===== config.mk =====
export PLATFORM = sky130hd
export DESIGN_NAME = cts_tag_fsm
export DESIGN_NICKNAME = d
export VERILOG_FILES = /design/src/cts_pkg.sv /design/src/cts_delay.sv /design/src/cts_tag_fsm.sv
export SDC_FILE = /design/constraint.sdc
export NUM_CORES = 1
export LEC_CHECK = 0
export BUFFER_PORTS_ARGS = -buffer_cell sky130_fd_sc_hd__buf_4
export CORE_UTILIZATION = 57
export DETAILED_ROUTE_END_ITERATION = 8
export PLACE_DENSITY = 0.9
export SETUP_SLACK_MARGIN = 0.2
export SKIP_CTS_REPAIR_TIMING = 1
export SLEW_MARGIN = 10
export SYNTH_ARGS = -nofsm -noshare
export SYNTH_HDL_FRONTEND = slang
export SYNTH_HIERARCHICAL = 1
export SYNTH_SLANG_ARGS = --single-unit

===== constraint.sdc =====
create_clock -name clk_i -period 5.1 [get_ports clk_i]
set_clock_uncertainty 0.15 [all_clocks]
set_input_delay 0.255 -clock clk_i [delete_from_list [all_inputs] [get_ports clk_i]]
set_output_delay 0.255 -clock clk_i [all_outputs]
set_load 0.005 [all_outputs]

===== src/cts_pkg.sv =====
// constants and types of the contactless tag protocol state machine
package cts_pkg;

    // clock and timing
    localparam int unsigned CLK_PERIOD_NS    = 50;
    localparam int unsigned STARTUP_TIME_NS  = 120000;
    localparam int unsigned STARTUP_CYCLES   =
        (STARTUP_TIME_NS + CLK_PERIOD_NS - 1) / CLK_PERIOD_NS;
    localparam int unsigned REPLY_DELAY_NS   = 100000;
    localparam int unsigned REPLY_DELAY_CYCLES = REPLY_DELAY_NS / CLK_PERIOD_NS;

    // opcodes
    localparam logic [7:0] OP_REQA              = 8'h26;
    localparam logic [7:0] OP_WUPA              = 8'h52;
    localparam logic [7:0] OP_CASCADE1          = 8'h93;
    localparam logic [7:0] OP_CASCADE2          = 8'h95;
    localparam logic [7:0] NVB_SELECT           = 8'h70;
    localparam logic [7:0] OP_HALT              = 8'h50;
    localparam logic [7:0] OP_READ_FOUR_BLOCKS  = 8'h30;
    localparam logic [7:0] OP_READ_TWO_BLOCKS   = 8'h31;
    localparam logic [7:0] OP_WRITE_ONE_BLOCK   = 8'hA2;
    localparam logic [7:0] OP_WRITE_COMPAT      = 8'hA0;
    localparam logic [7:0] OP_WRITE_TWO_BLOCKS  = 8'hA1;

    // frame lengths in bytes, crc included
    localparam logic [4:0] LEN_READ             = 5'h04;
    localparam logic [4:0] LEN_HALT             = 5'h04;
    localparam logic [4:0] LEN_SELECT           = 5'h09;
    localparam logic [4:0] LEN_WRITE_ONE        = 5'h08;
    localparam logic [4:0] LEN_WRITE_TWO        = 5'h0C;
    localparam logic [4:0] LEN_WRITE_COMPAT     = 5'h14;

    // address limit and 4-bit answers
    localparam logic [7:0] ADDR_TOP             = 8'h0F;
    localparam logic [3:0] NIB_ACK              = 4'hA;
    localparam logic [3:0] NIB_NACK_ADDRESS     = 4'h0;
    localparam logic [3:0] NIB_NACK_INTEGRITY   = 4'h1;

    // configuration byte: position of the password protection flag
    localparam int unsigned CFG_PROTECT_BIT     = 0;
    localparam logic [7:0]  CFG_RESET           = 8'h00;

    typedef enum logic [4:0] {
        ST_IDLE   = 5'h01,
        ST_READY1 = 5'h02,
        ST_READY2 = 5'h04,
        ST_ACTIVE = 5'h08,
        ST_HALT   = 5'h10
    } cts_state_type;

    typedef enum logic [2:0] {
        RPL_ATQA     = 3'h0,
        RPL_UID_CL1  = 3'h1,
        RPL_UID_CL2  = 3'h2,
        RPL_SAK_PART = 3'h3,
        RPL_SAK_DONE = 3'h4,
        RPL_MEM_DATA = 3'h5,
        RPL_NIBBLE   = 3'h6
    } cts_reply_type;

endpackage : cts_pkg


===== src/cts_delay.sv =====
// one-shot cycle delay: done pulses COUNT cycles after start
`timescale 1ns/1ps
`default_nettype none
module cts_delay #(
    parameter int unsigned COUNT = 16
) (
    input  wire logic clk_i,
    input  wire logic rst_i,
    input  wire logic start_i,
    output logic      busy_o,
    output logic      done_o
);
    localparam int unsigned W = $clog2(COUNT + 1);

    typedef struct packed {
        logic [W-1:0] cnt;
        logic         busy;
        logic         done;
    } cts_dly_type;

    cts_dly_type s;
    cts_dly_type next_s;

    // elaboration-time refusal: a zero count would never raise done
    if (COUNT < 1) begin : g_bad_count
        $error("cts_delay: COUNT must be at least one");
    end

    // restart wins over a running count
    always_comb begin
        next_s = s;
        next_s.done = 1'b0;
        if (start_i) begin
            next_s.cnt  = W'(COUNT);
            next_s.busy = 1'b1;
        end else if (s.busy) begin
            if (s.cnt == W'(1)) begin
                next_s.busy = 1'b0;
                next_s.done = 1'b1;
            end else begin
                next_s.cnt = s.cnt - W'(1);
            end
        end
    end

    always_ff @(posedge clk_i or posedge rst_i) begin
        if (rst_i) begin
            s <= '0;
        end else begin
            s <= next_s;
        end
    end

    assign busy_o = s.busy;
    assign done_o = s.done;
endmodule : cts_delay
`default_nettype wire


===== src/cts_tag_fsm.sv =====
// protocol state machine of a contactless proximity tag
`timescale 1ns/1ps
`default_nettype none
// Contract
// - power-on enters idle; request or wake-up moves to ready1; other frames ignored
// - in idle every other command is silent and idle is kept
// - halt left only by wake-up into starred ready1; all else silent
// - good halt command in active: no reply, go to halt
// - ready1 answers cascade-1 anticollision/select; select gives partial sak, ready2
// - ready2 answers cascade-2 anticollision/select; select gives final sak, active
// - valid two/four block read in ready executes and jumps to active
// - other commands in ready are silent errors returning to idle or halt
// - origin from idle or halt is remembered so errors return there
// - memory access only in active; reader selects first except read shortcut
// - protection flag without verification limits upper memory; verification frees it
// - commands are taken only after the start-up delay
// - configuration byte latched on each executed request or wake-up only
// - replies start after a fixed deterministic delay
// - outside active only valid frames answered; errors other than reads in ready silent and fall back
// - active: bad opcode or length silent, integrity error integrity nack
// - active: bad address or other error gets address nack, then fall back
// - reads in ready get the active error answers
// - ack and nacks are 4-bit codes A, 0 and 1
// - read addresses 00 to 0F accepted, others nacked
// - halt accepts parameter 00 to 0F with correct crc
module cts_tag_fsm
    import cts_pkg::*;
(
    input  wire logic          clk_i,
    input  wire logic          rst_i,
    input  wire logic          frame_valid_i,
    input  wire logic          frame_short_i,
    input  wire logic [7:0]    frame_cmd_i,
    input  wire logic [7:0]    frame_arg_i,
    input  wire logic [4:0]    frame_len_i,
    input  wire logic          frame_integrity_err_i,
    input  wire logic          uid_match_i,
    input  wire logic [7:0]    cfg_byte_i,
    input  wire logic          pwd_ok_i,
    input  wire logic          mem_done_i,
    input  wire logic          mem_fail_i,
    output cts_state_type      state_o,
    output logic               from_halt_o,
    output logic               ready_o,
    output logic [7:0]         cfg_o,
    output logic               access_limited_o,
    output logic               mem_req_o,
    output logic [7:0]         mem_op_o,
    output logic [7:0]         mem_addr_o,
    output logic               reply_valid_o,
    output cts_reply_type      reply_kind_o,
    output logic [3:0]         reply_nibble_o
);
    typedef struct packed {
        cts_state_type state;
        logic          from_halt;
        logic          boot_go;
        logic          ready;
        logic [7:0]    cfg;
        logic          verified;
        logic          limited;
        logic          mem_wait;
        logic          mem_req;
        logic [7:0]    mem_op;
        logic [7:0]    mem_addr;
        logic          rpl_start;
        logic          rpl_pend;
        logic          rpl_valid;
        cts_reply_type rpl_kind;
        logic [3:0]    rpl_nib;
    } cts_fsm_type;

    cts_fsm_type s;
    cts_fsm_type next_s;
    logic        boot_done;
    logic        rpl_done;

    // start-up delay, launched by the first edge after reset
    cts_delay #(.COUNT(STARTUP_CYCLES)) u_boot (
        .clk_i   (clk_i),
        .rst_i   (rst_i),
        .start_i (s.boot_go),
        .busy_o  (),
        .done_o  (boot_done)
    );

    // fixed reply delay keeps several tags bit-synchronous
    cts_delay #(.COUNT(REPLY_DELAY_CYCLES)) u_reply (
        .clk_i   (clk_i),
        .rst_i   (rst_i),
        .start_i (s.rpl_start),
        .busy_o  (),
        .done_o  (rpl_done)
    );

    // frame classification
    logic fv, reqa, wupa, is_read, is_write, is_halt, addr_ok, len_ok, in_ready;
    assign fv       = frame_valid_i && s.ready && !s.rpl_pend && !s.mem_wait;
    assign reqa     = frame_short_i && frame_cmd_i == OP_REQA;
    assign wupa     = frame_short_i && frame_cmd_i == OP_WUPA;
    assign is_read  = !frame_short_i && (frame_cmd_i == OP_READ_TWO_BLOCKS ||
                                         frame_cmd_i == OP_READ_FOUR_BLOCKS);
    assign is_write = !frame_short_i && (frame_cmd_i == OP_WRITE_ONE_BLOCK ||
                                         frame_cmd_i == OP_WRITE_TWO_BLOCKS ||
                                         frame_cmd_i == OP_WRITE_COMPAT);
    assign is_halt  = !frame_short_i && frame_cmd_i == OP_HALT;
    assign addr_ok  = frame_arg_i <= ADDR_TOP;
    assign in_ready = s.state == ST_READY1 || s.state == ST_READY2;

    // expected length per opcode; writes checked further by memory logic
    always_comb begin
        len_ok = 1'b0;
        if (is_read) begin
            len_ok = frame_len_i == LEN_READ;
        end else if (is_halt) begin
            len_ok = frame_len_i == LEN_HALT;
        end else if (frame_cmd_i == OP_WRITE_ONE_BLOCK) begin
            len_ok = frame_len_i == LEN_WRITE_ONE;
        end else if (frame_cmd_i == OP_WRITE_TWO_BLOCKS) begin
            len_ok = frame_len_i == LEN_WRITE_TWO;
        end else if (frame_cmd_i == OP_WRITE_COMPAT) begin
            len_ok = frame_len_i == LEN_WRITE_COMPAT;
        end
    end

    // next-state logic; frames arriving while busy are dropped
    always_comb begin
        logic          do_rpl;
        logic          fall;
        logic          issue;
        cts_reply_type rk;
        logic [3:0]    rn;
        logic [7:0]    casc;
        do_rpl = 1'b0;
        fall   = 1'b0;
        issue  = 1'b0;
        rk     = RPL_NIBBLE;
        rn     = NIB_ACK;
        casc   = (s.state == ST_READY2) ? OP_CASCADE2 : OP_CASCADE1;
        next_s = s;
        next_s.boot_go   = 1'b0;
        next_s.mem_req   = 1'b0;
        next_s.rpl_start = 1'b0;
        next_s.rpl_valid = 1'b0;
        if (boot_done) begin
            next_s.ready = 1'b1;
        end
        if (rpl_done) begin
            next_s.rpl_pend  = 1'b0;
            next_s.rpl_valid = 1'b1;
        end
        if (pwd_ok_i && s.state == ST_ACTIVE) begin
            next_s.verified = 1'b1;
        end
        if (fv) begin
            unique case (s.state)
                ST_IDLE: begin
                    // anything but request or wake-up leaves idle untouched
                    if (!frame_integrity_err_i && (reqa || wupa)) begin
                        next_s.state     = ST_READY1;
                        next_s.from_halt = 1'b0;
                        next_s.cfg       = cfg_byte_i;
                        next_s.verified  = 1'b0;
                        do_rpl = 1'b1;
                        rk     = RPL_ATQA;
                    end
                end
                ST_HALT: begin
                    if (!frame_integrity_err_i && wupa) begin
                        next_s.state     = ST_READY1;
                        next_s.from_halt = 1'b1;
                        next_s.cfg       = cfg_byte_i;
                        next_s.verified  = 1'b0;
                        do_rpl = 1'b1;
                        rk     = RPL_ATQA;
                    end
                end
                ST_READY1, ST_READY2: begin
                    if (is_read) begin
                        if (frame_integrity_err_i) begin
                            fall = 1'b1; do_rpl = 1'b1; rn = NIB_NACK_INTEGRITY;
                        end else if (!len_ok) begin
                            fall = 1'b1;
                        end else if (!addr_ok) begin
                            fall = 1'b1; do_rpl = 1'b1; rn = NIB_NACK_ADDRESS;
                        end else begin
                            next_s.state = ST_ACTIVE;
                            issue = 1'b1;
                        end
                    end else if (!frame_integrity_err_i && !frame_short_i &&
                                 frame_cmd_i == casc) begin
                        if (frame_arg_i != NVB_SELECT) begin
                            do_rpl = 1'b1; // anticollision answer
                            rk     = (s.state == ST_READY2) ? RPL_UID_CL2 : RPL_UID_CL1;
                        end else if (frame_len_i == LEN_SELECT && uid_match_i) begin
                            do_rpl = 1'b1;
                            if (s.state == ST_READY1) begin
                                next_s.state = ST_READY2;
                                rk = RPL_SAK_PART;
                            end else begin
                                next_s.state = ST_ACTIVE;
                                rk = RPL_SAK_DONE;
                            end
                        end else begin
                            fall = 1'b1;
                        end
                    end else begin
                        fall = 1'b1;
                    end
                end
                ST_ACTIVE: begin
                    if (frame_integrity_err_i && !frame_short_i) begin
                        fall = 1'b1; do_rpl = 1'b1; rn = NIB_NACK_INTEGRITY;
                    end else if (!(is_read || is_write || is_halt) || !len_ok) begin
                        fall = 1'b1; // silent
                    end else if (!addr_ok && !is_write) begin
                        fall = 1'b1; do_rpl = 1'b1; rn = NIB_NACK_ADDRESS;
                    end else if (is_halt) begin
                        next_s.state     = ST_HALT; // no reply
                        next_s.from_halt = 1'b1;
                    end else begin
                        issue = 1'b1;
                    end
                end
            endcase
        end
        // memory result: failures are address or other errors
        if (s.mem_wait && mem_done_i) begin
            next_s.mem_wait = 1'b0;
            do_rpl = 1'b1;
            if (mem_fail_i) begin
                fall = 1'b1; rn = NIB_NACK_ADDRESS;
            end else if (s.mem_op == OP_READ_TWO_BLOCKS || s.mem_op == OP_READ_FOUR_BLOCKS) begin
                rk = RPL_MEM_DATA;
            end else begin
                rn = NIB_ACK;
            end
        end
        if (issue) begin
            next_s.mem_req  = 1'b1;
            next_s.mem_wait = 1'b1;
            next_s.mem_op   = frame_cmd_i;
            next_s.mem_addr = frame_arg_i;
        end
        if (fall) begin
            next_s.state = s.from_halt ? ST_HALT : ST_IDLE;
        end
        if (do_rpl) begin
            next_s.rpl_start = 1'b1;
            next_s.rpl_pend  = 1'b1;
            next_s.rpl_kind  = rk;
            next_s.rpl_nib   = rn;
        end
        next_s.limited = next_s.cfg[CFG_PROTECT_BIT] && !next_s.verified;
    end

    // field loss clears everything, including the origin record
    always_ff @(posedge clk_i or posedge rst_i) begin
        if (rst_i) begin
            s           <= '0;
            s.state     <= ST_IDLE;
            s.boot_go   <= 1'b1;
            s.cfg       <= CFG_RESET;
            s.rpl_kind  <= RPL_NIBBLE;
        end else begin
            s <= next_s;
        end
    end

    assign state_o          = s.state;
    assign from_halt_o      = s.from_halt;
    assign ready_o          = s.ready;
    assign cfg_o            = s.cfg;
    assign access_limited_o = s.limited;
    assign mem_req_o        = s.mem_req;
    assign mem_op_o         = s.mem_op;
    assign mem_addr_o       = s.mem_addr;
    assign reply_valid_o    = s.rpl_valid;
    assign reply_kind_o     = s.rpl_kind;
    assign reply_nibble_o   = s.rpl_nib;

    // helper: cycles since the last reply launch
    logic [15:0] dly_cnt;
    always_ff @(posedge clk_i or posedge rst_i) begin
        if (rst_i) begin
            dly_cnt <= 16'h0000;
        end else if (s.rpl_start) begin
            dly_cnt <= 16'h0001;
        end else if (dly_cnt != 16'hFFFF) begin
            dly_cnt <= dly_cnt + 16'h0001;
        end
    end

    AST_IDLE_SILENT: assert property (@(posedge clk_i) disable iff (rst_i)
        s.state == ST_IDLE && fv && !(reqa || wupa) |=> s.state == ST_IDLE && !s.rpl_start)
        else $error("idle left or answered on a foreign frame");
    AST_HALT_WAKE: assert property (@(posedge clk_i) disable iff (rst_i)
        s.state == ST_HALT && fv |=> (s.state == ST_READY1) == $past(wupa && !frame_integrity_err_i))
        else $error("halt left without wake-up or wake-up ignored");
    AST_HALT_CMD: assert property (@(posedge clk_i) disable iff (rst_i)
        s.state == ST_ACTIVE && fv && is_halt && !frame_integrity_err_i && len_ok && addr_ok
        |=> s.state == ST_HALT && !s.rpl_pend)
        else $error("halt command not obeyed silently");
    AST_SELECT1: assert property (@(posedge clk_i) disable iff (rst_i)
        s.state == ST_READY1 && fv && !frame_integrity_err_i && !frame_short_i &&
        frame_cmd_i == OP_CASCADE1 && frame_arg_i == NVB_SELECT &&
        frame_len_i == LEN_SELECT && uid_match_i
        |=> s.state == ST_READY2 && s.rpl_kind == RPL_SAK_PART)
        else $error("cascade-1 select did not reach ready2");
    AST_ORIGIN: assert property (@(posedge clk_i) disable iff (rst_i)
        (s.state == ST_HALT |-> s.from_halt) and (s.state == ST_IDLE |-> !s.from_halt))
        else $error("origin record disagrees with rest state");
    AST_READ_JUMP: assert property (@(posedge clk_i) disable iff (rst_i)
        in_ready && fv && is_read && !frame_integrity_err_i && len_ok && addr_ok
        |=> s.state == ST_ACTIVE && s.mem_req ##1 !s.mem_req)
        else $error("read shortcut failed");
    AST_MEM_ACTIVE: assert property (@(posedge clk_i) disable iff (rst_i)
        s.mem_req |-> s.state == ST_ACTIVE)
        else $error("memory access outside active");
    AST_NACK_INTEGRITY: assert property (@(posedge clk_i) disable iff (rst_i)
        s.state == ST_ACTIVE && fv && frame_integrity_err_i && !frame_short_i
        |=> s.rpl_pend && s.rpl_nib == NIB_NACK_INTEGRITY && s.state != ST_ACTIVE)
        else $error("integrity error not answered with integrity nack");
    AST_CFG_LATCH: assert property (@(posedge clk_i) disable iff (rst_i)
        $changed(s.cfg) |-> $past(fv && (reqa || wupa)))
        else $error("configuration changed without request or wake-up");
    AST_REPLY_TIME: assert property (@(posedge clk_i) disable iff (rst_i)
        s.rpl_valid |-> dly_cnt == 16'(REPLY_DELAY_CYCLES + 2))
        else $error("reply delay wrong");
    AST_NOT_READY: assert property (@(posedge clk_i) disable iff (rst_i)
        !s.ready |=> s.state == ST_IDLE)
        else $error("frame taken before start-up delay");
endmodule : cts_tag_fsm
`default_nettype wire


# After elaboration in Yosys (flattened, before gate mapping)
# Index checks and enable logic that the tools add are counted.
# classes
n_eq_ne,44
reduce_logical,48
mux,106
magnitude_cmp,1
addsub,2
# op_table
operator,n
4-bit two-way mux,12
5-bit two-way mux,9
1-bit two-way mux,43
6-bit two-way mux,7
8-bit by 6-bit equality test with 1-bit output (second input constant),5
3-bit two-way mux,12
13-bit two-way mux,2
8-bit equality test (second input constant),3
12-bit two-way mux,2
4-bit != test (second input constant),6
5-bit by 4-bit equality test with 1-bit output (second input constant),4
5-bit one-hot mux with 4 select lines,1
1-bit logical AND,18
18-bit two-way mux,1
9-bit two-way mux,2
9-bit one-hot mux with 2 select lines,1
8-bit by 7-bit equality test with 1-bit output (second input constant),2
2-bit != test (second input constant),8
14-bit two-way mux,1
13-bit AND reduction,1
12-bit by 1-bit equality test with 1-bit output (second input constant),1
2-bit two-way mux,6
3-bit by 2-bit != test with 1-bit output (second input constant),4
2-bit nonzero test,6
24 further kinds,44
# totals
ff_bits,73
output_inout_bits,41

# Logic depth before layout (Yosys ltp)
# Gate-level depths: netlist of the first run.
# depth
word_depth,16
mapped_depth,8
ltp_nobuf,7

# By module
# Netlist of the first run, hierarchy kept.
# by_module_without_submodules
mod,instances,area_per_inst_um2,seq_area_each_um2,cells_per_inst
cts_tag_fsm,1,2675.1,1106.1,261
cts_delay at u_reply,1,769.5,325.3,76
cts_delay at u_boot,1,729.4,350.3,77

# Worst setup path before layout of the first run
# No wires, ideal clock.
# synth_path
path_kind,input port to flip-flop
from,in frame_cmd_i[0]
to,reg s (netlist bit mem_op_o[4])
t_arrival_ns,2.179
setup_slack_ns,2.646
setup_ns,0.125
cell_stages,7
n_path_buf,1
cell_sequence,or3b_1 a211o_1 a211o_1 a21o_1 o22ai_4 buf_4 mux2_2
# synth_via
elab_chain_cells,12
# synth_rtl
element,line,source
"start, declared",cts_tag_fsm.sv:33,"input wire logic [7:0] frame_cmd_i,"
8-bit equality test (on tied branches),-,
1-bit two-way mux or 1-bit logical OR (tied branches),"cts_tag_fsm.sv:121, cts_tag_fsm.sv:103",
1-bit two-way mux or 1-bit logical OR (tied branches),"cts_tag_fsm.sv:119, cts_tag_fsm.sv:104",
1-bit two-way mux or 1-bit logical AND (tied branches),"cts_tag_fsm.sv:117, cts_tag_fsm.sv:103",
1-bit two-way mux or 1-bit logical OR (tied branches),"cts_tag_fsm.sv:115, cts_tag_fsm.sv:214",
1-bit two-way mux or 1-bit logical OR (tied branches),"cts_tag_fsm.sv:113, cts_tag_fsm.sv:214",
1-bit zero test,cts_tag_fsm.sv:214,end else if (!(is_read || is_write || is_halt) || !len_ok) begin
1-bit logical OR,cts_tag_fsm.sv:214,
1-bit two-way mux,cts_tag_fsm.sv:214,
1-bit two-way mux,cts_tag_fsm.sv:212,if (frame_integrity_err_i && !frame_short_i) begin
1-bit one-hot mux with 2 select lines (*),cts_tag_fsm.sv:156,unique case (s.state)
1-bit two-way mux (*),cts_tag_fsm.sv:155,if (fv) begin
"end signal, assigned",cts_tag_fsm.sv:266,s <= next_s;
"end, declared",cts_tag_fsm.sv:73,cts_fsm_type s;
# Mark *: on every way between the ends. The rest lies on a longest branch, timed or not.
# A chain may end at the register's enable or synchronous reset.

# Worst setup path after layout of the first run
# layout_path
from,in frame_arg_i[7]
to,reg s (netlist bit reply_nibble_o[1])
# layout_via
elab_chain_cells,11
# layout_rtl
element,line,source
"start, declared",cts_tag_fsm.sv:34,"input wire logic [7:0] frame_arg_i,"
8-bit by 4-bit <= comparator with 1-bit output,cts_tag_fsm.sv:107,assign addr_ok = frame_arg_i <= ADDR_TOP;
1-bit zero test,cts_tag_fsm.sv:216,end else if (!addr_ok && !is_write) begin
1-bit logical AND,cts_tag_fsm.sv:216,
4-bit two-way mux,cts_tag_fsm.sv:216,
4-bit two-way mux,cts_tag_fsm.sv:214,
4-bit two-way mux,cts_tag_fsm.sv:212,
4-bit one-hot mux with 2 select lines,cts_tag_fsm.sv:156,
4-bit two-way mux,cts_tag_fsm.sv:155,
4-bit two-way mux,cts_tag_fsm.sv:233,end else if (s.mem_op == OP_READ_TWO_BLOCKS || s.mem_op == OP_READ_FOUR_BLOCKS) begin
4-bit two-way mux,cts_tag_fsm.sv:231,if (mem_fail_i) begin
4-bit two-way mux,cts_tag_fsm.sv:228,if (s.mem_wait && mem_done_i) begin
# Parallel ways exist; a longest one is shown, timed or not.

==> impl_metrics.toml, run 1 <==
[grt]
globalRouteTotalUtil = 0.2565
overflow = 0
antenna_found_initial = 0
grt_pass1_wl_um = 15050
grt_max_degree = 45
first_global_vias = 3270

[cts]
cts_sinks = 71
cts_root_buffer = "sky130_fd_sc_hd__clkbuf_8"
ctsLongestPathBuffers = 2
tritoncts_clock_tree = "built"
clock_insertion_delay_worst_skew_ps = 350
cts.clk_slew.worst_paths_ps = 80
cts_htree_levels = 3
cts_buffer_count = 9

[synthesis]
synth_edf_count = 0
synth-main-ff-cell = "sky130_fd_sc_hd__dfrtp_1"
synth-async-reset-ratio = 1.000
synth-seq-cells = 71
syn_area_per_cell_um2 = 10.08
ys_seq_area_frac = 0.4269
yosys_warnings = 6
netlist_area_mm2 = 0.004174
syn_inst = 414
yosysUniqueCellTypes = 79

[placed_design]
hpwl_um = 7029
buffer_ports.inserted = 77
dp.cells = 544
preCtsSetupSlack_ps = 2320
detailed_place.area_mm2 = 0.004556
globalplace.congestion = 0.9507

[floorplanning]
ioPinCount = 79
die_height_um = 87.58
floorplan_die_area_mm2 = 0.007669
floorplan.rows = 30
placeableCoreArea_mm2 = 0.006944
floorplan.die.width_um = 87.58
initial_standard_cell_utilization_of_the_core = 0.6011

[sta]
final_critical_path_setup_slack_ps = 2106
fmax_ghz = 0.3340
timing.final.setup_violations = 0
tns_ps = 0
timing_hold_violations_final = 1
worst_slew_pin_tran_ps = 846.9
grt_setup_unrepaired = "false"
slew_headroom = 0.4274
final_hold_slack_ps = -0.3990
timing_max_transition_violations_final = 0
period_utilization = 0.5871
final.min_clock_period_ps = 2994

[status]
outcome = "complete, but fails checks"
violations = "negative hold slack"

[critical_path]
timing.critical_path.cells = "dlygate4sd3_1 -> buf_4 -> or4_4 -> a41oi_1 -> a211oi_1 -> or4_4 -> o32ai_4 -> inv_2 -> o211a_1"
worst_r2r_endpoint = "reply_nibble_o[1]"
critical_path.reg2reg.startpoint = "state_o[1]"
critPathCapture = "reply_nibble_o[1]"
worst-endpoint-arrival_ps = 3080
crit_path_start_kind = "input pin"
setup.worst_path.start = "frame_arg_i[7]"
crit_top_cell = "sky130_fd_sc_hd__or4_4"
worst_setup_path_end_kind = "register"
setup.reg_to_reg.worst_slack_ps = 2350
critical_path_peak_fanout = 6
timing.critical_path.slowest_stage_cell = "sky130_fd_sc_hd__dlygate4sd3_1"
critical-path-max-stage-delay_ps = 560
path_class = "input pin to register"
data_required_time_at_the_worst_endpoint_ps = 5180
reg2regPathDepth = 7

[final_layout]
count_of_fill_cells_added_during_filler_insertion = 524
final_area_mm2 = 0.004885
fraction_of_final_layout_cells_with_drive_strength_greater_than_1 = 0.2914
final_common_cell = "sky130_fd_sc_hd__buf_4"
finish.cell_count_without_fillers = 573
diodes = 0
mostFrequentLayoutCells = "78 x sky130_fd_sc_hd__buf_4, 67 x sky130_fd_sc_hd__dfrtp_1, 25 x sky130_fd_sc_hd__nor2_1"
flow.area_growth_from_synthesis_pct = 17.03
design.final.nets = 514
final_util = 0.7034

[detailed_routing]
postRouteAntennaNets = 0
detail_route.wl_per_cell_um = 17.25
routed_wirelength_um = 9886
first_iter_violations = 187
drc_violations_left = 0
detailedRoute.firstPassIterationCount = 5
vias = 3453
viasPerCell = 6.026

[pwr]
power.share.combinational = 0.083
switching_fraction_of_total_power = 0.2419
switching_power_uw = 272.7
p_int_uw = 854.7
power.total_mw = 1.127
vdd.ir_drop.worst_v = 0.0001629
power_leakage_nw = 2.233
pwr-share-clk = 0.403
power-per-cell-area_mw_per_mm2 = 230.8
power.share.sequential = 0.514

[min_path]
hold_path_class = "input pin to register"
worstHoldStart = "frame_arg_i[6]"

[job]
max_cap_viol_count = 0
## cell type report
cell class                 count  area [µm²]  area share
timing repair buffer          91       715.7      0.1465
sequential                    71        1782      0.3648
clock buffer                  11       141.4     0.02894
multi-input combinational    276        1982      0.4057
clock inverter                 5       57.56     0.01178
tap                           96       120.1     0.02459
inverter                      23       86.33     0.01767
## cells by family (layout without fill, tap and decap cells)
family | after synthesis | after routing | share of synthesized area
compound gates | 87 | 87 | 0.1661
xor+xnor | 1 | 1 | 0.002099
fa+ha+maj | 4 | 4 | 0.01199
buf+inv | 68 | 130 | 0.09922
flops | 71 | 71 | 0.4269
mux | 21 | 21 | 0.05635
other cells | 1 | 2 | 0.0008984
simple gates | 161 | 161 | 0.2365
## power groups by stage
stage	sequential (mW)	combinational (mW)	clock, mW
floorplan	0.587	0.0460	0
global placement	0.590	0.0817	0
detailed placement	0.590	0.0846	0
CTS	0.579	0.0850	0.461
global route	0.580	0.103	0.483
finish	0.579	0.0941	0.454
## worst min path at each step
stage / end / slack [ps] / cells past startpoint
6_report: mem_addr_o[6] / -0.4 / 2
5_1_grt: mem_addr_o[6] / 6 / 2
4_1_cts: u_reply/s[10] / -200 / 2
3_5_place_dp: u_reply/s[2] / 190 / 2
3_3_place_gp: u_reply/busy_o / 170 / 2
2_1_floorplan: u_reply/busy_o / -20 / 1
## state kept, by name, summed over array words and instances (netlist names), 2 cells and up
| name | flops |
|---|---|
| cfg_o | 8 |
| mem_addr_o | 8 |
| mem_op_o | 8 |
| reply_kind_o | 3 |
| reply_nibble_o | 2 |
| s | 5 |
| state_o | 5 |
| u_boot/s | 12 |
| u_reply/s | 11 |
## cell usage after synthesis, types with 4 or more instances
cell type	n	area (µm²)
sky130_fd_sc_hd__mux2_1	4	45.04
sky130_fd_sc_hd__nor2_1	25	93.84
sky130_fd_sc_hd__buf_4	37	277.8
sky130_fd_sc_hd__o41ai_1	4	35.03
sky130_fd_sc_hd__and2_1	5	31.28
sky130_fd_sc_hd__o31ai_1	5	37.54
sky130_fd_sc_hd__nand3b_1	5	37.54
sky130_fd_sc_hd__mux2_2	16	180.2
sky130_fd_sc_hd__nor4b_1	6	52.55
sky130_fd_sc_hd__nor3b_1	4	30.03
sky130_fd_sc_hd__nand3_1	13	65.06
sky130_fd_sc_hd__dfstp_2	4	105.1
sky130_fd_sc_hd__and3_1	5	31.28
sky130_fd_sc_hd__a21oi_1	22	110.1
sky130_fd_sc_hd__inv_1	21	78.83
sky130_fd_sc_hd__nor2b_1	7	43.79
sky130_fd_sc_hd__nand2_1	24	90.09
sky130_fd_sc_hd__nor3_1	8	40.04
sky130_fd_sc_hd__ha_1	4	50.05
sky130_fd_sc_hd__nand4_1	7	43.79
sky130_fd_sc_hd__dfrtp_1	67	1677
sky130_fd_sc_hd__or4_1	6	45.04
sky130_fd_sc_hd__or3_1	11	68.82
sky130_fd_sc_hd__o21ai_0	15	75.07
sky130_fd_sc_hd__nor4_1	4	25.02
sky130_fd_sc_hd__clkbuf_1	4	15.01
sky130_fd_sc_hd__nand2b_1	4	25.02
sky130_fd_sc_hd__a211o_1	6	52.55
## layer usage
metal / vias to the layer above / track usage / routed length [µm]
met3: 22 / 0.05561 / 586
met2: 145 / 0.4496 / 4994
met1: 1678 / 0.3144 / 4082
met4: 0 / 0.08793 / 223
met5: - / 0 / 0
li1: 1608 / - / -
## worst max-delay path, delay by kind of cell
family | cells | cell delay [ps]
and+or+nand+nor | 2 | 990
AOI/OAI and AO/OA | 4 | 1030
buffers and inverters | 3 | 800
(Power assumes the default switching activity.)
==> inputs of run 2 (changes only) <==
--- a/config.mk
+++ b/config.mk
@@ -6,9 +6,9 @@
 export NUM_CORES = 1
 export LEC_CHECK = 0
 export BUFFER_PORTS_ARGS = -buffer_cell sky130_fd_sc_hd__buf_4
-export CORE_UTILIZATION = 57
+export CORE_UTILIZATION = 56
 export DETAILED_ROUTE_END_ITERATION = 8
-export PLACE_DENSITY = 0.9
+export PLACE_DENSITY = 0.88
 export SETUP_SLACK_MARGIN = 0.2
 export SKIP_CTS_REPAIR_TIMING = 1
 export SLEW_MARGIN = 10
==> constraint.sdc (replaced) <==
create_clock -name clk_i -period 2.9 [get_ports clk_i]
set_clock_uncertainty 0.15 [all_clocks]
set_input_delay 0.145 -clock clk_i [delete_from_list [all_inputs] [get_ports clk_i]]
set_output_delay 0.145 -clock clk_i [all_outputs]
set_load 0.005 [all_outputs]
==> run 2 against run 1 <==
Against the previous run: the run now ends clean; critical path type is now register to register; cell area up 3.9%; flip-flop and latch count unchanged; clock power up 96%.
==> impl_metrics.toml, run 2 (synthesis gave the netlist of run 1 again) <==
[pwr]
vdd.ir_drop.worst_v = 0.0002691
power.total_mw = 2.090
power-per-cell-area_mw_per_mm2 = 411.8
power_leakage_nw = 2.309

[detailed_routing]
postRouteAntennaNets = 0
drc_violations_left = 0
first_iter_violations = 313
viasPerCell = 6.029
detailedRoute.firstPassIterationCount = 4
routed_wirelength_um = 10500
detail_route.wl_per_cell_um = 17.74
vias = 3569

[sta]
final.min_clock_period_ps = 2600
fmax_ghz = 0.3846
timing_max_transition_violations_final = 0
timing.final.setup_violations = 0
grt_setup_unrepaired = "true"
final_critical_path_setup_slack_ps = 299.8
period_utilization = 0.8966
worst_slew_pin_tran_ps = 849.6
tns_ps = 0
timing_hold_violations_final = 0
slew_headroom = 0.4301

[final_layout]
fraction_of_final_layout_cells_with_drive_strength_greater_than_1 = 0.2961
multi_input_comb_area_mm2 = 0.001996
largest_reg_flops = 12
mostFrequentLayoutCells = "82 x sky130_fd_sc_hd__buf_4, 67 x sky130_fd_sc_hd__dfrtp_1, 25 x sky130_fd_sc_hd__nor2_1, 25 x sky130_fd_sc_hd__dlygate4sd3_1, 24 x sky130_fd_sc_hd__nand2_1"
largest_registers_ranked_by_flip_flop_count = "u_boot/s (12), u_reply/s (11)"
area.sequential_mm2 = 0.001782
design.final.nets = 530
regMostFlops = "u_boot/s"
count_of_fill_cells_added_during_filler_insertion = 515
diodes = 0
final_common_cell = "sky130_fd_sc_hd__buf_4"
flow.area_growth_from_synthesis_pct = 21.58

[placed_design]
preCtsSetupSlack_ps = 148.1
globalplace.congestion = 0.9738
buffer_ports.inserted = 77
hpwl_um = 7137

[critical_path]
data_required_time_at_the_worst_endpoint_ps = 3000
worstPathBufferInverterCount = 1
timing.critical_path.max_delay_family = "simple AND/OR/NAND/NOR gates"
crit_path_start_kind = "register"
critical_path_peak_fanout = 7
worst-endpoint-arrival_ps = 2700
timing.critical_path.cells = "nor3_4 -> and3b_2 -> nor4_1 -> or4_4 -> o32ai_4 -> inv_2 -> o211a_1"
path_class = "register to register"
timing.critical_path.slowest_stage_cell = "sky130_fd_sc_hd__or4_4"
worst_setup_path_end_kind = "register"
critical-path-max-stage-delay_ps = 540

[floorplanning]
initial_standard_cell_utilization_of_the_core = 0.5786
placeableCoreArea_mm2 = 0.007214
floorplan_die_area_mm2 = 0.007803
floorplan.rows = 31
die_height_um = 88.34
floorplan.die.width_um = 88.34
ioPinCount = 79

[min_path]
hold_path_class = "input pin to register"

[grt]
antenna_found_initial = 0
globalRouteTotalUtil = 0.2688
first_global_vias = 3274
overflow = 0
grt_pass1_wl_um = 15710
grt_max_degree = 24

[cts]
ctsLongestPathBuffers = 2
cts_sinks = 71
clock_insertion_delay_worst_skew_ps = 360
cts.clk_slew.worst_paths_ps = 80
cts_root_buffer = "sky130_fd_sc_hd__clkbuf_8"
cts_buffer_count = 9
cts_htree_levels = 3
tritoncts_clock_tree = "built"

[status]
outcome = "finished, final reports clean"

[job]
max_cap_viol_count = 0
run 2: cell count changes in the layout (fill, tap and decap cells not counted), sizes merged:
cell         change
clkinv           -1
clkinvlp         +2
buf              +4
clkbuf           -2
bufinv           +1
dlygate4sd3     +12
run 2: cell type report:
cell class              instances  share of cell area
multi-input cells             276              0.3932
clock inverters                 7             0.01923
repair buffers                107              0.1706
flip-flops and latches         71              0.3511
inverters                      23             0.01701
clock buffers                   9             0.02441
well taps                      99             0.02441
run 2: power by group:
group          switching, mW  internal (mW)
Clock                  0.405          0.485
Combinational         0.0904         0.0889
Sequential            0.0159           1.00
run 2: per-stage QoR:
step	area, µm²	hold slack [ps]	util	std cells
finish	5075	48.91	0.7034	592
global route	5075	68.16	0.7034	592
CTS	4811	-313.5	0.6668	567
detailed placement	4589	68.94	0.6361	551
global placement	4589	68.34	0.6361	551
floorplan	4178	-128.0	-	415
run 2: worst reg2reg max path, stage by stage, from the launching register on:
cell and delay (ps):
sky130_fd_sc_hd__dfrtp_1 470, sky130_fd_sc_hd__nor3_4 310, sky130_fd_sc_hd__and3b_2 310, sky130_fd_sc_hd__nor4_1 90
sky130_fd_sc_hd__or4_4 540, sky130_fd_sc_hd__o32ai_4 330, sky130_fd_sc_hd__inv_2 80, sky130_fd_sc_hd__o211a_1 210
run 2: routing by layer:
| layer | routed length [µm] | GRT usage | vias to the layer above |
|---|---|---|---|
| li1 | - | - | 1649 |
| met1 | 4193 | 0.3321 | 1739 |
| met2 | 5359 | 0.4594 | 158 |
| met3 | 690 | 0.05224 | 23 |
| met4 | 257 | 0.1173 | 0 |
| met5 | 0 | 0 | - |
run 2: final timing paths:
check | slack (ps) | endpoint | startpoint | cells after the start
setup / recovery | 300 | reply_nibble_o[1] | state_o[1] | 7
hold / removal | 50 | mem_req_o | frame_integrity_err_i | 4
setup reg to reg | 300 | reply_nibble_o[1] | state_o[1] | 7
hold reg to reg | 220 | reply_valid_o | u_reply/done_o | 0
max in group asynchronous | 1540 | reply_kind_o[2] | rst_i | 4
min in group asynchronous | 230 | u_reply/s[9] | rst_i | 3
==> inputs of run 3 (changes only) <==
--- a/config.mk
+++ b/config.mk
@@ -5,10 +5,11 @@
 export SDC_FILE = /design/constraint.sdc
 export NUM_CORES = 1
 export LEC_CHECK = 0
+export ABC_AREA = 1
 export BUFFER_PORTS_ARGS = -buffer_cell sky130_fd_sc_hd__buf_4
-export CORE_UTILIZATION = 56
+export CORE_UTILIZATION = 57
 export DETAILED_ROUTE_END_ITERATION = 8
-export PLACE_DENSITY = 0.88
+export PLACE_DENSITY = 0.89
 export SETUP_SLACK_MARGIN = 0.2
 export SKIP_CTS_REPAIR_TIMING = 1
 export SLEW_MARGIN = 10
==> run 3 against run 2 <==
Against the previous run: the run now ends with negative hold slack left; sequential share of layout area down 3.2 points; setup slack gained 380 ps; synthesized cell count grew 52%; total power up 37%; die area rose by 12%; utilization is 0.095 points higher; final cell count up 36%; cell area grew 10%; sequential power rose by 21%; largest power group unchanged.
==> impl_metrics.toml, run 3 <==
[status]
outcome = "complete, but fails checks"
violations = "negative hold slack"

[sta]
final_critical_path_setup_slack_ps = 675.7
tns_ps = 0
timing_max_transition_violations_final = 0
grt_setup_unrepaired = "false"
worst_slew_pin_tran_ps = 917.1
final.min_clock_period_ps = 2224
fmax_ghz = 0.4496
final_hold_slack_ps = -14.82
slew_headroom = 0.3877
timing.final.setup_violations = 0
period_utilization = 0.7670
timing_hold_violations_final = 2

[synthesis]
syn_area_per_cell_um2 = 7.557
yosysUniqueCellTypes = 45
synth_largest_type_area_fraction = 0.3516
post-synth-top-count-cell = "sky130_fd_sc_hd__nand2_1"
synth_top_cells_by_count = "153 x sky130_fd_sc_hd__nand2_1, 69 x sky130_fd_sc_hd__nor2_1, 67 x sky130_fd_sc_hd__dfrtp_1, 60 x sky130_fd_sc_hd__inv_1, 56 x sky130_fd_sc_hd__nand3_1"
yosys_warnings = 6
synth-async-reset-ratio = 1.000
area_contributors_post_synth = "sky130_fd_sc_hd__dfrtp_1 35%, sky130_fd_sc_hd__nand2_1 12%, sky130_fd_sc_hd__nand3_1 5.9%"
ys_seq_area_frac = 0.3737
syn_inst = 631
synth-seq-cells = 71
synthDominantAreaCellType = "sky130_fd_sc_hd__dfrtp_1"
synth_edf_count = 0
synth-main-ff-cell = "sky130_fd_sc_hd__dfrtp_1"
netlist_area_mm2 = 0.004768

[placed_design]
hpwl_um = 8231
buffer_ports.inserted = 77
preCtsSetupSlack_ps = 727.7
dp.cells = 771
globalplace.congestion = 0.9109
detailed_place.area_mm2 = 0.005169

[cts]
cts_buffer_count = 9
cts.clk_slew.worst_paths_ps = 80
cts_htree_levels = 3
cts_sinks = 71
cts_root_buffer = "sky130_fd_sc_hd__clkbuf_8"
clock_insertion_delay_worst_skew_ps = 350
ctsLongestPathBuffers = 2
tritoncts_clock_tree = "built"

[final_layout]
finish.cell_count_without_fillers = 808
multi_input_comb_area_mm2 = 0.002341
diodes = 0
flow.area_growth_from_synthesis_pct = 17.11
largest_registers_ranked_by_flip_flop_count = "u_boot/s (12), u_reply/s (11)"
regMostFlops = "u_boot/s"
mostFrequentLayoutCells = "153 x sky130_fd_sc_hd__nand2_1, 77 x sky130_fd_sc_hd__buf_4, 69 x sky130_fd_sc_hd__nor2_1"
final_area_mm2 = 0.005584
largest_reg_flops = 12
fraction_of_final_layout_cells_with_drive_strength_greater_than_1 = 0.2932
final_common_cell = "sky130_fd_sc_hd__nand2_1"
area.sequential_mm2 = 0.001782
count_of_fill_cells_added_during_filler_insertion = 600
design.final.nets = 743
final_util = 0.7044

[floorplanning]
floorplan.rows = 32
initial_standard_cell_utilization_of_the_core = 0.6015
floorplan_die_area_mm2 = 0.008735
placeableCoreArea_mm2 = 0.007928
die_height_um = 93.46
floorplan.die.width_um = 93.46
ioPinCount = 79

[pwr]
power-per-cell-area_mw_per_mm2 = 513.6
power.share.combinational = 0.283
power_leakage_nw = 2.863
p_int_mw = 1.834
switching_fraction_of_total_power = 0.3605
switching_power_mw = 1.034
pwr-share-clk = 0.289
power.share.sequential = 0.427
vdd.ir_drop.worst_v = 0.0003496
power.total_mw = 2.868

[detailed_routing]
routed_wirelength_um = 11370
detail_route.wl_per_cell_um = 14.07
viasPerCell = 5.427
first_iter_violations = 304
drc_violations_left = 0
postRouteAntennaNets = 0
detailedRoute.firstPassIterationCount = 5
vias = 4385

[grt]
grt_pass1_wl_um = 18180
antenna_found_initial = 0
grt_max_degree = 45
overflow = 0
first_global_vias = 4097
globalRouteTotalUtil = 0.2654

[min_path]
hold_path_class = "input pin to register"

[critical_path]
worst_setup_path_end_kind = "register"
crit_path_start_kind = "input pin"
worst-endpoint-arrival_ps = 2310
path_class = "input pin to register"
data_required_time_at_the_worst_endpoint_ps = 2980
critical_path_peak_fanout = 26
critical-path-max-stage-delay_ps = 550
timing.critical_path.slowest_stage_cell = "sky130_fd_sc_hd__dlygate4sd3_1"
timing.critical_path.cells = "dlygate4sd3_1 -> buf_4 -> inv_2 -> nand2_2 -> nor2_4 -> nand2_4 -> nor2_4 -> nor2_1 -> nand2_1 -> nand2_1 -> nand4_1 -> o21ai_2 -> nand2_4 -> inv_2 -> or2_1"

[job]
max_cap_viol_count = 0
==> run 3: cell count changes in the layout (fill, tap and decap cells not counted), moves of 9 or more <==
cell	change
sky130_fd_sc_hd__a21oi_1	-15
sky130_fd_sc_hd__inv_1	+39
sky130_fd_sc_hd__inv_2	+26
sky130_fd_sc_hd__mux2_2	-16
sky130_fd_sc_hd__nand2_1	+129
sky130_fd_sc_hd__nand2_2	+14
sky130_fd_sc_hd__nand2_4	+9
sky130_fd_sc_hd__nand3_1	+43
sky130_fd_sc_hd__nor2_1	+44
sky130_fd_sc_hd__nor2_4	+9
sky130_fd_sc_hd__o21ai_2	+24
sky130_fd_sc_hd__or3_1	-11
==> run 3: cell families after synthesis <==
kind of cell | count (synthesis) | synth area share
adders and majority gates | 4 | 0.01050
DFF | 71 | 0.3737
AOI/OAI and AO/OA | 57 | 0.08817
other | 1 | 0.0007864
and+or+nand+nor | 363 | 0.3815
buffers and inverters | 130 | 0.1362
xor gates and xnor gates | 5 | 0.009184
==> run 3: per-layer routing <==
metal,up-vias,wire [µm],global-route usage
met1,2059,4713,0.3246
met4,0,238,0.08974
li1,2113,-,-
met5,-,0,0
met3,29,667,0.05041
met2,184,5746,0.4675
==> run 3: area by class of cell <==
| class | instances | area share |
|---|---|---|
| Multi-Input combinational cell | 431 | 0.4192 |
| Sequential cell | 71 | 0.3191 |
| Tap cell | 102 | 0.02285 |
| Inverter | 90 | 0.06095 |
| Clock inverter | 6 | 0.01210 |
| Clock buffer | 10 | 0.02465 |
| Timing Repair Buffer | 98 | 0.1412 |
==> run 3: final timing paths <==
kind / depth (start not counted) / to / startpoint / slack, ps
worst max register to register: 10 / mem_op_o[5] / state_o[0] / 680
min in group asynchronous: 3 / u_reply/s[10] / rst_i / 250
worst max-delay path: 15 / mem_op_o[5] / frame_cmd_i[0] / 680
worst min register to register: 0 / reply_valid_o / u_reply/done_o / 250
max in group asynchronous: 3 / mem_op_o[7] / rst_i / 1600
worst min-delay path: 3 / mem_op_o[4] / frame_cmd_i[4] / -10
==> run 3: power by group through the flow <==
stage	Combinational (mW)	Sequential, mW	Clock [mW]
after floorplan	0.626	1.21	0
after global placement	0.746	1.24	0
after detailed placement	0.775	1.24	0
after CTS	0.780	1.22	0.844
after global routing	0.917	1.24	0.896
final	0.813	1.23	0.829
==> run 3: worst max-delay path, delay by kind of cell <==
family	cells	cell delay, ps
AO/OA/AOI/OAI	1	80
AND/OR/NAND/NOR	10	1150
buffers and inverters	4	900
